<file path="config.mk">
export PLATFORM = sky130hd
export DESIGN_NAME = speed_cfg_regs
export DESIGN_NICKNAME = d
export VERILOG_FILES = /design/src/pkg/speed_cfg_pkg.sv /design/src/pkg/reg_access_if.sv /design/src/rtl/speed_cfg_regs.sv /design/src/rtl/apb_reg_port.sv /design/src/rtl/gain_code_split.sv
export SDC_FILE = /design/constraint.sdc
export NUM_CORES = 1
export LEC_CHECK = 0
export BUFFER_PORTS_ARGS = -buffer_cell sky130_fd_sc_hd__buf_2
export CAP_MARGIN = 20
export CORE_MARGIN = 4
export CORE_UTILIZATION = 50
export DETAILED_ROUTE_END_ITERATION = 10
export PLACE_DENSITY = 0.69
export SKIP_CTS_REPAIR_TIMING = 1
export SLEW_MARGIN = 20
export SYNTH_ARGS = -nofsm -noshare
export SYNTH_HDL_FRONTEND = slang
export SYNTH_SLANG_ARGS = --single-unit
export TNS_END_PERCENT = 1
</file>
<file path="constraint.sdc">
create_clock -name pclk -period 24.8 [get_ports pclk]
set_input_delay 4.96 -clock pclk [delete_from_list [all_inputs] [get_ports pclk]]
set_output_delay 4.96 -clock pclk [all_outputs]
set_load 0.02 [all_outputs]
</file>
<file path="src/pkg/speed_cfg_pkg.sv">
// Constants and types for the speed-loop and speed-profile register bank.
// Assumes a 32-bit APB slave with word indices mapped to byte address index*4.
package speed_cfg_pkg;
    localparam int unsigned ADDR_W = 12;
    localparam int unsigned DATA_W = 32;
    typedef logic [7:0] reg_idx_t;
    // Register indices; byte address is four times the index
    localparam reg_idx_t IDX_GAIN_UPPER  = 8'h8C;
    localparam reg_idx_t IDX_GAIN_LIMIT  = 8'h8E;
    localparam reg_idx_t IDX_PROF_FIRST  = 8'h94;
    localparam reg_idx_t IDX_PROF_SECOND = 8'h96;
    localparam reg_idx_t IDX_PROF_THIRD  = 8'h98;
    localparam reg_idx_t IDX_STATUS      = 8'hA0;
    // Reset value and held-bit masks
    localparam logic [31:0] RST_WORD        = 32'h0000_0000;
    localparam logic [31:0] MASK_FULL       = 32'hFFFF_FFFF;
    localparam logic [31:0] MASK_GAIN_UPPER = 32'h8000_0007;
    localparam logic [31:0] MASK_PROF_THIRD = 32'hF800_0000;
    // Field positions
    localparam int unsigned PARITY_POS = 31;
    localparam int unsigned KP_HI_LSB  = 0;
    localparam int unsigned KP_HI_W    = 3;
    localparam int unsigned KP_LO_LSB  = 24;
    localparam int unsigned KP_LO_W    = 7;
    localparam int unsigned KI_LSB     = 14;
    localparam int unsigned GAIN_W     = 10;
    localparam int unsigned MAXS_LSB   = 0;
    localparam int unsigned MAXS_W     = 14;
    localparam int unsigned PROF_LSB   = 29;
    localparam int unsigned ON_LSB     = 21;
    localparam int unsigned OFF_LSB    = 13;
    localparam int unsigned CLAMP_LSB  = 5;
    localparam int unsigned A_HI_LSB   = 0;
    localparam int unsigned A_HI_W     = 5;
    localparam int unsigned A_LO_LSB   = 28;
    localparam int unsigned A_LO_W     = 3;
    localparam int unsigned B_LSB      = 20;
    localparam int unsigned C_LSB      = 12;
    localparam int unsigned D_LSB      = 4;
    localparam int unsigned E_HI_LSB   = 0;
    localparam int unsigned E_LO_LSB   = 27;
    localparam int unsigned E_PART_W   = 4;
    localparam int unsigned DUTY_W     = 8;
    localparam int unsigned MANT_W     = 8;
    localparam int unsigned EXP_W      = 2;
    localparam int unsigned PCT_W      = 7;
    localparam int unsigned HZ_W       = 12;
    // Scaling constants
    localparam int unsigned PCT_SCALE  = 100;
    localparam int unsigned PCT_FULL   = 255;
    localparam int unsigned HZ_DIV     = 6;
    typedef enum logic [1:0] {
        PROF_SPEED_REF,
        PROF_LINEAR,
        PROF_STAIRCASE,
        PROF_FWD_REV
    } profile_mode_t;
endpackage

</file>
<file path="src/pkg/reg_access_if.sv">
// Carrier between the APB front end and the register bank.
// Assumes both ends run on the same pclk.
`timescale 1ns/1ps
`default_nettype none
interface reg_access_if;
    logic                                wr_en;
    logic                                rd_en;
    speed_cfg_pkg::reg_idx_t             index;
    logic [speed_cfg_pkg::DATA_W-1:0]    wdata;
    logic [3:0]                          wstrb;
    logic [speed_cfg_pkg::DATA_W-1:0]    rdata;
    logic                                mapped;
    logic                                writable;
    modport port (output wr_en, rd_en, index, wdata, wstrb, input rdata, mapped, writable);
    modport bank (input wr_en, rd_en, index, wdata, wstrb, output rdata, mapped, writable);
endinterface
`default_nettype wire

</file>
<file path="src/rtl/speed_cfg_regs.sv">
// Speed-loop gain, maximum speed and speed-profile duty breakpoint registers.
// Assumes an APB master on pclk; consumers read the decoded fields directly.
//
// Contract
// RL1: Bits 30-24 of the gain-limit register hold the low seven bits of the speed proportional gain code.
// RL2: The top three bits of that gain code come from bits 2-0 of the preceding closed-loop register.
// RL3: Bits 23-14 of the gain-limit register hold the ten-bit speed integral gain code, zero meaning auto.
// RL4: Bits 13-0 of the gain-limit register hold the maximum speed code, whose value over 6 is hertz.
// RL5: Bits 30-29 of the first profile register pick the profile mode and reset to zero.
// RL6: Bits 28-21 of the first profile register hold the turn-on duty point, scaled over 255.
// RL7: Bits 20-13 of the first profile register hold the turn-off duty point, scaled over 255.
// RL8: Bits 12-5 of the first profile register hold the clamp duty point, scaled over 255.
// RL9: Duty point A takes its upper five bits from first-register bits 4-0 and lower three from second 30-28.
// RL10: Duty points B, C and D sit at bits 27-20, 19-12 and 11-4 of the second profile register.
// RL11: The upper four bits of duty point E sit at bits 3-0 of the second profile register, reset zero.
// RL12: The lower four bits of duty point E sit at bits 30-27 of the third profile register.
// RL13: Bit 31 of each register is a read-write parity bit resetting to zero; the read-only status word reads zero there.
`timescale 1ns/1ps
`default_nettype none
module speed_cfg_regs (
    input  wire logic                                  pclk,
    input  wire logic                                  presetn,
    input  wire logic                                  psel,
    input  wire logic                                  penable,
    input  wire logic                                  pwrite,
    input  wire logic [speed_cfg_pkg::ADDR_W-1:0]      paddr,
    input  wire logic [speed_cfg_pkg::DATA_W-1:0]      pwdata,
    input  wire logic [3:0]                            pstrb,
    output logic      [speed_cfg_pkg::DATA_W-1:0]      prdata,
    output logic                                       pready,
    output logic                                       pslverr,
    output logic      [speed_cfg_pkg::GAIN_W-1:0]      velocity_prop_gain,
    output logic      [speed_cfg_pkg::MANT_W-1:0]      kp_mantissa,
    output logic      [speed_cfg_pkg::EXP_W-1:0]       kp_exponent,
    output logic                                       kp_auto,
    output logic      [speed_cfg_pkg::GAIN_W-1:0]      velocity_integral_gain,
    output logic      [speed_cfg_pkg::MANT_W-1:0]      ki_mantissa,
    output logic      [speed_cfg_pkg::EXP_W-1:0]       ki_exponent,
    output logic                                       ki_auto,
    output logic      [speed_cfg_pkg::MAXS_W-1:0]      max_speed_code,
    output logic      [speed_cfg_pkg::HZ_W-1:0]        max_speed_hz,
    output speed_cfg_pkg::profile_mode_t               profile_mode,
    output logic                                       mode_speed_ref,
    output logic                                       mode_linear,
    output logic                                       mode_staircase,
    output logic                                       mode_fwd_rev,
    output logic      [speed_cfg_pkg::DUTY_W-1:0]      turn_on_duty_point,
    output logic      [speed_cfg_pkg::DUTY_W-1:0]      turn_off_duty_point,
    output logic      [speed_cfg_pkg::DUTY_W-1:0]      clamp_duty_point,
    output logic      [speed_cfg_pkg::DUTY_W-1:0]      duty_point_a,
    output logic      [speed_cfg_pkg::DUTY_W-1:0]      duty_point_b,
    output logic      [speed_cfg_pkg::DUTY_W-1:0]      duty_point_c,
    output logic      [speed_cfg_pkg::DUTY_W-1:0]      duty_point_d,
    output logic      [speed_cfg_pkg::DUTY_W-1:0]      duty_point_e,
    output logic      [speed_cfg_pkg::PCT_W-1:0]       turn_on_pct,
    output logic      [speed_cfg_pkg::PCT_W-1:0]       turn_off_pct,
    output logic      [speed_cfg_pkg::PCT_W-1:0]       clamp_pct,
    output logic      [speed_cfg_pkg::PCT_W-1:0]       duty_a_pct,
    output logic      [speed_cfg_pkg::PCT_W-1:0]       duty_b_pct,
    output logic      [speed_cfg_pkg::PCT_W-1:0]       duty_c_pct,
    output logic      [speed_cfg_pkg::PCT_W-1:0]       duty_d_pct,
    output logic      [speed_cfg_pkg::PCT_W-1:0]       duty_e_pct
);
    import speed_cfg_pkg::*;

    reg_access_if ra ();

    logic [31:0] gain_upper_q;
    logic [31:0] gain_limit_q;
    logic [31:0] prof_first_q;
    logic [31:0] prof_second_q;
    logic [31:0] prof_third_q;
    logic [31:0] status_word;

    // Byte-lane merge limited to the bits a register holds
    function automatic logic [31:0] merge_write(
        input logic [31:0] old_val,
        input logic [31:0] new_val,
        input logic [3:0]  strb,
        input logic [31:0] mask
    );
        logic [31:0] lanes;
        lanes = {{8{strb[3]}}, {8{strb[2]}}, {8{strb[1]}}, {8{strb[0]}}} & mask;
        return (old_val & ~lanes) | (new_val & lanes);
    endfunction

    // Duty code to whole percent, code*100/255
    function automatic logic [PCT_W-1:0] duty_to_pct(input logic [DUTY_W-1:0] code);
        logic [15:0] prod;
        prod = 16'(code) * 16'(PCT_SCALE);
        return PCT_W'(prod / 16'(PCT_FULL));
    endfunction

    // Write strobe for one register index
    function automatic logic hit(input reg_idx_t idx);
        return ra.wr_en && (ra.index == idx);
    endfunction

    apb_reg_port u_port (
        .pclk    (pclk),
        .presetn (presetn),
        .psel    (psel),
        .penable (penable),
        .pwrite  (pwrite),
        .paddr   (paddr),
        .pwdata  (pwdata),
        .pstrb   (pstrb),
        .prdata  (prdata),
        .pready  (pready),
        .pslverr (pslverr),
        .ra      (ra)
    );

    // Upper speed proportional gain bits and parity
    always_ff @(posedge pclk or negedge presetn)
    begin
        if (!presetn)
            gain_upper_q <= RST_WORD;                                // RL13
        else if (hit(IDX_GAIN_UPPER))
            gain_upper_q <= merge_write(gain_upper_q, ra.wdata, ra.wstrb, MASK_GAIN_UPPER); // RL2
    end

    // Gains and maximum speed
    always_ff @(posedge pclk or negedge presetn)
    begin
        if (!presetn)
            gain_limit_q <= RST_WORD;                                // RL13
        else if (hit(IDX_GAIN_LIMIT))
            gain_limit_q <= merge_write(gain_limit_q, ra.wdata, ra.wstrb, MASK_FULL); // RL1
    end

    // Mode select and first duty breakpoints
    always_ff @(posedge pclk or negedge presetn)
    begin
        if (!presetn)
            prof_first_q <= RST_WORD;                                // RL5
        else if (hit(IDX_PROF_FIRST))
            prof_first_q <= merge_write(prof_first_q, ra.wdata, ra.wstrb, MASK_FULL); // RL6
    end

    // Second duty breakpoints
    always_ff @(posedge pclk or negedge presetn)
    begin
        if (!presetn)
            prof_second_q <= RST_WORD;                               // RL11
        else if (hit(IDX_PROF_SECOND))
            prof_second_q <= merge_write(prof_second_q, ra.wdata, ra.wstrb, MASK_FULL); // RL10
    end

    // Low bits of breakpoint E; other fields here belong elsewhere
    always_ff @(posedge pclk or negedge presetn)
    begin
        if (!presetn)
            prof_third_q <= RST_WORD;                                // RL13
        else if (hit(IDX_PROF_THIRD))
            prof_third_q <= merge_write(prof_third_q, ra.wdata, ra.wstrb, MASK_PROF_THIRD); // RL12
    end

    // Read-only summary of the decoded configuration
    assign status_word = {2'h0, ki_auto, kp_auto, profile_mode,
                          duty_point_e, duty_point_a, velocity_prop_gain};

    // Address map answer for the port
    always_comb
    begin
        ra.mapped   = 1'b1;
        ra.writable = 1'b1;
        ra.rdata    = RST_WORD;
        unique case (ra.index)
            IDX_GAIN_UPPER:  ra.rdata = gain_upper_q;
            IDX_GAIN_LIMIT:  ra.rdata = gain_limit_q;
            IDX_PROF_FIRST:  ra.rdata = prof_first_q;
            IDX_PROF_SECOND: ra.rdata = prof_second_q;
            IDX_PROF_THIRD:  ra.rdata = prof_third_q;
            IDX_STATUS:
            begin
                ra.rdata    = status_word;
                ra.writable = 1'b0;
            end
            default:
            begin
                ra.mapped   = 1'b0;
                ra.writable = 1'b0;
            end
        endcase
    end

    // Ten-bit gain codes, the proportional one joined across registers
    assign velocity_prop_gain = {gain_upper_q[KP_HI_LSB +: KP_HI_W],
                                 gain_limit_q[KP_LO_LSB +: KP_LO_W]};    // RL1
    assign velocity_integral_gain = gain_limit_q[KI_LSB +: GAIN_W];       // RL3
    assign max_speed_code = gain_limit_q[MAXS_LSB +: MAXS_W];             // RL4

    gain_code_split u_kp_split (
        .pclk     (pclk),
        .presetn  (presetn),
        .code     (velocity_prop_gain),
        .mantissa (kp_mantissa),
        .exponent (kp_exponent),
        .auto_sel (kp_auto)
    );

    gain_code_split u_ki_split (
        .pclk     (pclk),
        .presetn  (presetn),
        .code     (velocity_integral_gain),
        .mantissa (ki_mantissa),
        .exponent (ki_exponent),
        .auto_sel (ki_auto)
    );

    // Maximum electrical speed in hertz
    always_ff @(posedge pclk or negedge presetn)
    begin
        if (!presetn)
            max_speed_hz <= '0;
        else
            max_speed_hz <= HZ_W'(max_speed_code / MAXS_W'(HZ_DIV)); // RL4
    end

    // Profile mode decode
    assign profile_mode = profile_mode_t'(prof_first_q[PROF_LSB +: 2]); // RL5

    always_ff @(posedge pclk or negedge presetn)
    begin
        if (!presetn)
        begin
            mode_speed_ref <= 1'b1;
            mode_linear    <= 1'b0;
            mode_staircase <= 1'b0;
            mode_fwd_rev   <= 1'b0;
        end
        else
        begin
            mode_speed_ref <= 1'b0;
            mode_linear    <= 1'b0;
            mode_staircase <= 1'b0;
            mode_fwd_rev   <= 1'b0;
            unique case (profile_mode)
                PROF_SPEED_REF: mode_speed_ref <= 1'b1;              // RL5
                PROF_LINEAR:    mode_linear    <= 1'b1;
                PROF_STAIRCASE: mode_staircase <= 1'b1;
                PROF_FWD_REV:   mode_fwd_rev   <= 1'b1;
            endcase
        end
    end

    // Duty breakpoint codes
    assign turn_on_duty_point  = prof_first_q[ON_LSB +: DUTY_W];         // RL6
    assign turn_off_duty_point = prof_first_q[OFF_LSB +: DUTY_W];        // RL7
    assign clamp_duty_point    = prof_first_q[CLAMP_LSB +: DUTY_W];      // RL8
    assign duty_point_a = {prof_first_q[A_HI_LSB +: A_HI_W],
                           prof_second_q[A_LO_LSB +: A_LO_W]};           // RL9
    assign duty_point_b = prof_second_q[B_LSB +: DUTY_W];                // RL10
    assign duty_point_c = prof_second_q[C_LSB +: DUTY_W];                // RL10
    assign duty_point_d = prof_second_q[D_LSB +: DUTY_W];                // RL10
    assign duty_point_e = {prof_second_q[E_HI_LSB +: E_PART_W],
                           prof_third_q[E_LO_LSB +: E_PART_W]};          // RL12

    // Breakpoints as whole percent of full duty
    always_ff @(posedge pclk or negedge presetn)
    begin
        if (!presetn)
        begin
            turn_on_pct  <= '0;
            turn_off_pct <= '0;
            clamp_pct    <= '0;
            duty_a_pct   <= '0;
            duty_b_pct   <= '0;
            duty_c_pct   <= '0;
            duty_d_pct   <= '0;
            duty_e_pct   <= '0;
        end
        else
        begin
            turn_on_pct  <= duty_to_pct(turn_on_duty_point);         // RL6
            turn_off_pct <= duty_to_pct(turn_off_duty_point);        // RL7
            clamp_pct    <= duty_to_pct(clamp_duty_point);           // RL8
            duty_a_pct   <= duty_to_pct(duty_point_a);               // RL9
            duty_b_pct   <= duty_to_pct(duty_point_b);               // RL10
            duty_c_pct   <= duty_to_pct(duty_point_c);
            duty_d_pct   <= duty_to_pct(duty_point_d);
            duty_e_pct   <= duty_to_pct(duty_point_e);               // RL12
        end
    end
endmodule // speed_cfg_regs
`default_nettype wire

</file>
<file path="src/rtl/apb_reg_port.sv">
// APB slave front end: one wait-free access phase, read data latched in setup.
// Assumes the bank answers mapped/rdata combinationally from the index.
`timescale 1ns/1ps
`default_nettype none
module apb_reg_port (
    input  wire logic                               pclk,
    input  wire logic                               presetn,
    input  wire logic                               psel,
    input  wire logic                               penable,
    input  wire logic                               pwrite,
    input  wire logic [speed_cfg_pkg::ADDR_W-1:0]   paddr,
    input  wire logic [speed_cfg_pkg::DATA_W-1:0]   pwdata,
    input  wire logic [3:0]                         pstrb,
    output logic      [speed_cfg_pkg::DATA_W-1:0]   prdata,
    output logic                                    pready,
    output logic                                    pslverr,
    reg_access_if.port                              ra
);
    import speed_cfg_pkg::*;
    logic aligned;
    logic bad;
    logic setup;

    // Decode word index and alignment
    assign aligned  = (paddr[1:0] == 2'h0) && (paddr[ADDR_W-1:10] == '0);
    assign ra.index = paddr[9:2];
    assign ra.wdata = pwdata;
    assign ra.wstrb = pstrb;
    assign setup    = psel && !penable;
    assign bad      = !aligned || !ra.mapped || (pwrite && !ra.writable);
    assign ra.rd_en = setup && !pwrite && !bad;
    assign ra.wr_en = psel && penable && pwrite && !bad;

    // Access phase always completes at once
    assign pready  = psel && penable;
    assign pslverr = psel && penable && bad;

    // Read data captured in the setup cycle
    always_ff @(posedge pclk or negedge presetn)
    begin
        if (!presetn)
            prdata <= RST_WORD;
        else if (setup)
            prdata <= ra.rd_en ? ra.rdata : RST_WORD;
    end
endmodule // apb_reg_port
`default_nettype wire

</file>
<file path="src/rtl/gain_code_split.sv">
// Splits a ten-bit loop gain code into mantissa, decade exponent and auto flag.
// Assumes the code is stable configuration; outputs lag it by one clock.
`timescale 1ns/1ps
`default_nettype none
module gain_code_split (
    input  wire logic                                 pclk,
    input  wire logic                                 presetn,
    input  wire logic [speed_cfg_pkg::GAIN_W-1:0]     code,
    output logic      [speed_cfg_pkg::MANT_W-1:0]     mantissa,
    output logic      [speed_cfg_pkg::EXP_W-1:0]      exponent,
    output logic                                      auto_sel
);
    import speed_cfg_pkg::*;

    // Low byte scales, top two bits divide by a power of ten
    always_ff @(posedge pclk or negedge presetn)
    begin
        if (!presetn)
        begin
            mantissa <= '0;
            exponent <= '0;
            auto_sel <= 1'b1;
        end
        else
        begin
            mantissa <= code[MANT_W-1:0];
            exponent <= code[GAIN_W-1:MANT_W];
            auto_sel <= (code == '0);
        end
    end
endmodule // gain_code_split
`default_nettype wire

</file>
==> results of run 1 <==
[power groups by stage]
stage | Combinational (uW) | Clock [uW] | Sequential [uW]
global route | 21.1 | 473 | 377
global placement | 19.2 | 0 | 384
CTS | 19.3 | 461 | 377
floorplan | 2.75 | 0 | 384
detailed placement | 19.3 | 0 | 384
finish | 19.0 | 450 | 377
[cell families after synthesis]
group                    Yosys count  share of synthesized area, %
adder cells (fa/ha/maj)          298                         13.17
flip-flops                       231                         19.57
buffers and inverters            429                         6.890
AO/OA/AOI/OAI                   1074                         26.66
XOR/XNOR                         161                         4.969
multiplexers                     160                         6.031
AND/OR/NAND/NOR                 1287                         22.71
[worst max-delay path, cell delays in order]
cell and delay (ns):
buf_2 0.49, nor2_1 0.13, nand3b_1 0.13, nor3_2 0.05, buf_4 0.24, nor2b_1 0.18
o41ai_1 0.65, and2_1 0.24, buf_2 0.17
[worst max path at each step]
stage / start / end / slack, ns
detailed placement: paddr[3] / pslverr / 12.62
floorplan: paddr[3] / pslverr / 13.39
CTS: paddr[3] / pslverr / 12.60
global placement: paddr[3] / pslverr / 12.67
finish: paddr[3] / pslverr / 12.56
global route: paddr[3] / pslverr / 12.35
[per-layer routing]
metal | up-vias | wire, um
met5 | - | 97
li1 | 13840 | -
met2 | 1297 | 40740
met3 | 194 | 8845
met1 | 13830 | 40600
met4 | 14 | 3700
[through the flow]
stage | setup WS, ns | instance area (um^2)
after floorplan | 13.39 | 29560
after global placement | 12.67 | 30790
after detailed placement | 12.62 | 30790
after CTS | 12.60 | 31780
after global routing | 12.35 | 31790
final | 12.56 | 31800
[cells in the final DEF, fill, tap and decap left out, types with 45 or more instances in the layout]
cell / instances
and2_1: 57
nor4_1: 50
xor2_1: 55
buf_2: 279
inv_1: 190
a31oi_1: 58
ha_1: 268
mux2_2: 128
nand3_1: 110
a21o_1: 52
o211ai_1: 50
xnor2_1: 102
nor2_1: 272
nand4_1: 46
a211oi_1: 47
nor3_1: 117
a21oi_1: 166
o21ai_0: 163
or3_1: 46
and3_1: 45
nand2_1: 276
or2_2: 49
dfrtp_1: 228
[layout make-up]
| class | instances | area share [%] |
|---|---|---|
| diodes | 8 | 0.06296 |
| clock buffers | 35 | 2.479 |
| clock inverters | 14 | 0.6177 |
| inverters | 194 | 2.290 |
| multi-input cells | 2980 | 68.44 |
| flip-flops and latches | 231 | 18.19 |
| well taps | 765 | 3.010 |
| repair buffers | 300 | 4.911 |
==> impl_metrics.toml, run 1 <==
[synth]
yosys.area.top_type = "dfrtp_1"
ys_ff_latch = 231
netlist_top_cells_area = "dfrtp_1, ha_1, mux2_2"
yosysMostFrequentCell = "nand2_1"
syn_area_mm2 = 0.02956
synth_edf_count = 0
synth_nets = 3985
yosys-top-cells-count = "nand2_1, nor2_1, ha_1, dfrtp_1, inv_1"
ys_types = 133
synth_top_area_share_pct = 19.30
synth_area_per_cell_um2 = 8.121
ys_warn_count = 0
async_flop_share_pct = 100.0
yosysSeqAreaShare_pct = 19.57
syn-instance-count = 3640
synthFlopType = "dfrtp_1"

[detailed_routing]
wirelength_mm = 93.98
ant_nets = 0
drc = 0
vias = 29180
post_drt_wl_per_cell_um = 20.76
drt_iter0_markers = 2674
firstDrtPassIters = 6
via_per_inst = 6.446

[power_and_ir_drop]
power_frac_seq_pct = 44.6
power.switching_uw = 197.6
p_clk_share_pct = 53.2
swShare_pct = 23.36
combPwrFrac_pct = 2.3
p_int_uw = 648.2
powerDensity_mw_per_mm2 = 26.60
vdd_ir_drop_max_mv = 0.04928
power_uw = 845.8
p_leak_uw = 0.01487

[finish]
final_core_utilization_pct = 54.70
fill_cells = 5503
drive_gt1_share_pct = 16.84
areaGrowthSynthToFinish_pct = 7.567
final_cells = 4527
nNetsFinal = 4081
regArea_mm2 = 0.005784
multi_input_area_mm2 = 0.02176

[setup_path]
regToRegEndpoint = "turn_on_pct[0]$_DFF_PN0_"
cp_max_fo = 31
reg2reg_setup_slack_ns = 14.77
cp.required_ns = 19.84
endpoint_kind = "primary output"
rr_worst_depth = 29
crit_arrival_ns = 7.28
crit_type = "input pin to primary output"
start_kind = "input pin"

[global_routing]
grtUsageTotal_pct = 28.24
grt_max_degree = 103
grt_pass1_wl_mm = 147.0
grtUsageMet2_pct = 43.93
antenna_found_initial = 18
grt_pass1_vias = 26520
gr-usage-met1_pct = 39.08
use_met3_pct = 5.990
grt_overflow = 0
busiest_layer = "met2"

[placed_design]
hpwl_mm = 73.69
gp_congestion = 0.9669
io_buffers = 280
dp_cells = 4470

[floorplanning]
die_x_um = 251.2
start_util_pct = 50.85
io_pins = 281
std_cell_rows = 88
die_area_mm2 = 0.06308
coreArea_mm2 = 0.05814
die_h_um = 251.2

[sta]
period_share_pct = 49.34
fmaxAchievable_mhz = 81.72
clock-skew-final_ns = 0.01259
relSlewSlack_pct = 33.41
fin_crit_ns = 12.24
finalMaxSlewViolations = 0
tns_ns = 0
worst_pin_slew_ns = 0.9942
fin_hold_ws_ns = 0.4767
rsz0062_at_grt = "no"
setup_viol = 0
hold_violations = 0

[run]
max_cap_violations = 0

[clocking]
clock_tree.root_cell = "clkbuf_16"
clkTransAtPathRegs_ns = 0.05
htree_levels = 1
clk_latency_ns = 0.58
clock_path_buffers = 3
cts_tree = "yes"
cts_made_buffers = 29
cts.sinks = 231

[min_path]
hp-start = "u_port.prdata[27]$_DFFE_PN0P_"
min_path_type = "flip-flop to flip-flop"
hold_path_end = "u_port.prdata[27]$_DFFE_PN0P_"
hold_path_depth = 2

[run_status]
status = "completed"
(Power assumes the default switching activity.)
==> run 2: changes to the inputs <==
PLACE_DENSITY = 0.72   (was 0.69)
clock period = 10.22 ns   (was 24.8 ns; I/O delays follow)
==> run 2 against run 1 <==
Net effect: worst hold slack improved by 0.0062 ns; sequential share of layout area fell by 0.10 points; die area unchanged; combinational power rose to 2.7 times the previous value; clock-buffer cell count rose by 3; critical path type is now flip-flop to flip-flop; cell count up 0.49%; power up 150%; clock skew is 0.0057 ns higher; global-route usage up 0.51 points.
==> impl_metrics.toml, run 2 (synthesis gave the netlist of run 1 again) <==
[run_status]
status = "completed"

[detailed_routing]
drt_iter0_markers = 3069
route.met2.wl_mm = 41.69
met1_length_mm = 41.03
highest_layer = "met5"
wirelength_mm = 96.06
drc = 0
post_drt_wl_per_cell_um = 21.12
via_per_inst = 6.443
firstDrtPassIters = 6
routed-wl-met3_mm = 9.185
vias = 29310
ant_nets = 0

[setup_path]
endpoint_kind = "flip-flop"
slowest_delay_ns = 0.71
cp.required_ns = 10.71
crit_type = "flip-flop to flip-flop"
start_kind = "flip-flop"
cp_max_fo = 15
crit_arrival_ns = 9.91
worst_path_most_repeated_cell = "ha_1"
slowest_stage = "nor4_4"

[power_and_ir_drop]
power_uw = 2086
p_leak_uw = 0.01498
combPwrFrac_pct = 2.4
swShare_pct = 24.44
p_clk_share_pct = 53.7
vdd_ir_drop_max_mv = 0.1287
power.switching_uw = 510.0
powerDensity_mw_per_mm2 = 65.24
power_frac_seq_pct = 43.8
p_int_uw = 1576

[floorplanning]
die_h_um = 251.2
io_pins = 281
std_cell_rows = 88
die_area_mm2 = 0.06308
coreArea_mm2 = 0.05814
die_x_um = 251.2
start_util_pct = 50.85

[global_routing]
grt_pass1_wl_mm = 148.9
grt_pass1_vias = 26660
grtUsageTotal_pct = 28.75
antenna_found_initial = 14
grt_overflow = 0
grt_max_degree = 121

[clocking]
clk_latency_ns = 0.61
cts_made_buffers = 30
cts.sinks = 231
clock_path_buffers = 3
cts_tree = "yes"
clock_tree.root_cell = "clkbuf_16"
clkTransAtPathRegs_ns = 0.06
htree_levels = 1

[finish]
drive_gt1_share_pct = 17.27
final_core_utilization_pct = 55.01
areaGrowthSynthToFinish_pct = 8.177
layout_common_cells = "buf_2, nand2_1, nor2_1, ha_1, dfrtp_1"
nNetsFinal = 4097
fill_cells = 5511
layout_commonest_cell = "buf_2"

[min_path]
min_path_type = "flip-flop to flip-flop"

[sta]
hold_violations = 0
period_share_pct = 92.19
tns_ns = 0
worst_pin_slew_ns = 1.031
relSlewSlack_pct = 30.63
clock-skew-final_ns = 0.01825
setup_viol = 0
fin_hold_ws_ns = 0.4829
finalMaxSlewViolations = 0
fin_crit_ns = 9.422
fmaxAchievable_mhz = 106.1
rsz0062_at_grt = "no"

[run]
max_cap_violations = 0

[placed_design]
hpwl_mm = 75.56
io_buffers = 280
gp_congestion = 0.9988
-- run 2: worst max-delay path, delay by kind of cell, from the launching register on --
kind	cells	cell delay, ns
adders and majority gates	5	1.62
xor gates and xnor gates	1	0.18
and+or+nand+nor	11	3.62
AOI/OAI and AO/OA	8	2.25
muxes	2	0.86
DFF	1	0.51
buffers and inverters	2	0.27
-- run 2: layout make-up --
class,count,area (um^2),area share (%)
diodes,8,20.02,0.06260
clock buffers,38,820.8,2.567
clock inverters,18,217.7,0.6808
inverters,194,728.2,2.277
multi-input cells,2980,21760,68.06
flip-flops and latches,231,5784,18.09
well taps,765,957.2,2.993
repair buffers,315,1687,5.274
-- run 2: power groups by stage --
stage	sequential, uW	clock (uW)	combinational, uW
2_1_floorplan	932	0	6.66
3_3_place_gp	931	0	50.8
3_5_place_dp	931	0	51.6
4_1_cts	915	1140	51.6
5_1_grt	914	1170	55.7
6_report	915	1120	50.8
-- run 2: per-stage QoR --
stage | setup slack (ns) | instance area (um^2) | instances
floorplan | 2.000 | 29560 | 3640
global placement | 1.013 | 30910 | 4484
detailed placement | 0.8184 | 30920 | 4485
CTS | 0.8013 | 31960 | 4541
global route | 0.1162 | 31970 | 4546
finish | 0.7980 | 31980 | 4549
-- run 2: worst paths after layout --
check / slack, ns / end / cells past startpoint / from
setup / recovery: 0.80 / turn_on_pct[0]$_DFF_PN0_ / 29 / flip-flop
hold / removal: 0.48 / u_port.prdata[21]$_DFFE_PN0P_ / 2 / u_port.prdata[21]$_DFFE_PN0P_
setup reg to reg: 0.80 / turn_on_pct[0]$_DFF_PN0_ / 29 / flip-flop
hold reg to reg: 0.48 / u_port.prdata[21]$_DFFE_PN0P_ / 2 / u_port.prdata[21]$_DFFE_PN0P_
max in group asynchronous: 7.43 / turn_on_pct[5]$_DFF_PN0_ / 2 / presetn
min in group asynchronous: 1.48 / turn_off_pct[5]$_DFF_PN0_ / 1 / presetn
-- run 2: layer usage --
| layer | up-vias | global-route usage (%) |
|---|---|---|
| met3 | 194 | 6.435 |
| met5 | - | 0 |
| met2 | 1288 | 44.21 |
| li1 | 13890 | - |
| met4 | 10 | 10.70 |
| met1 | 13930 | 39.67 |
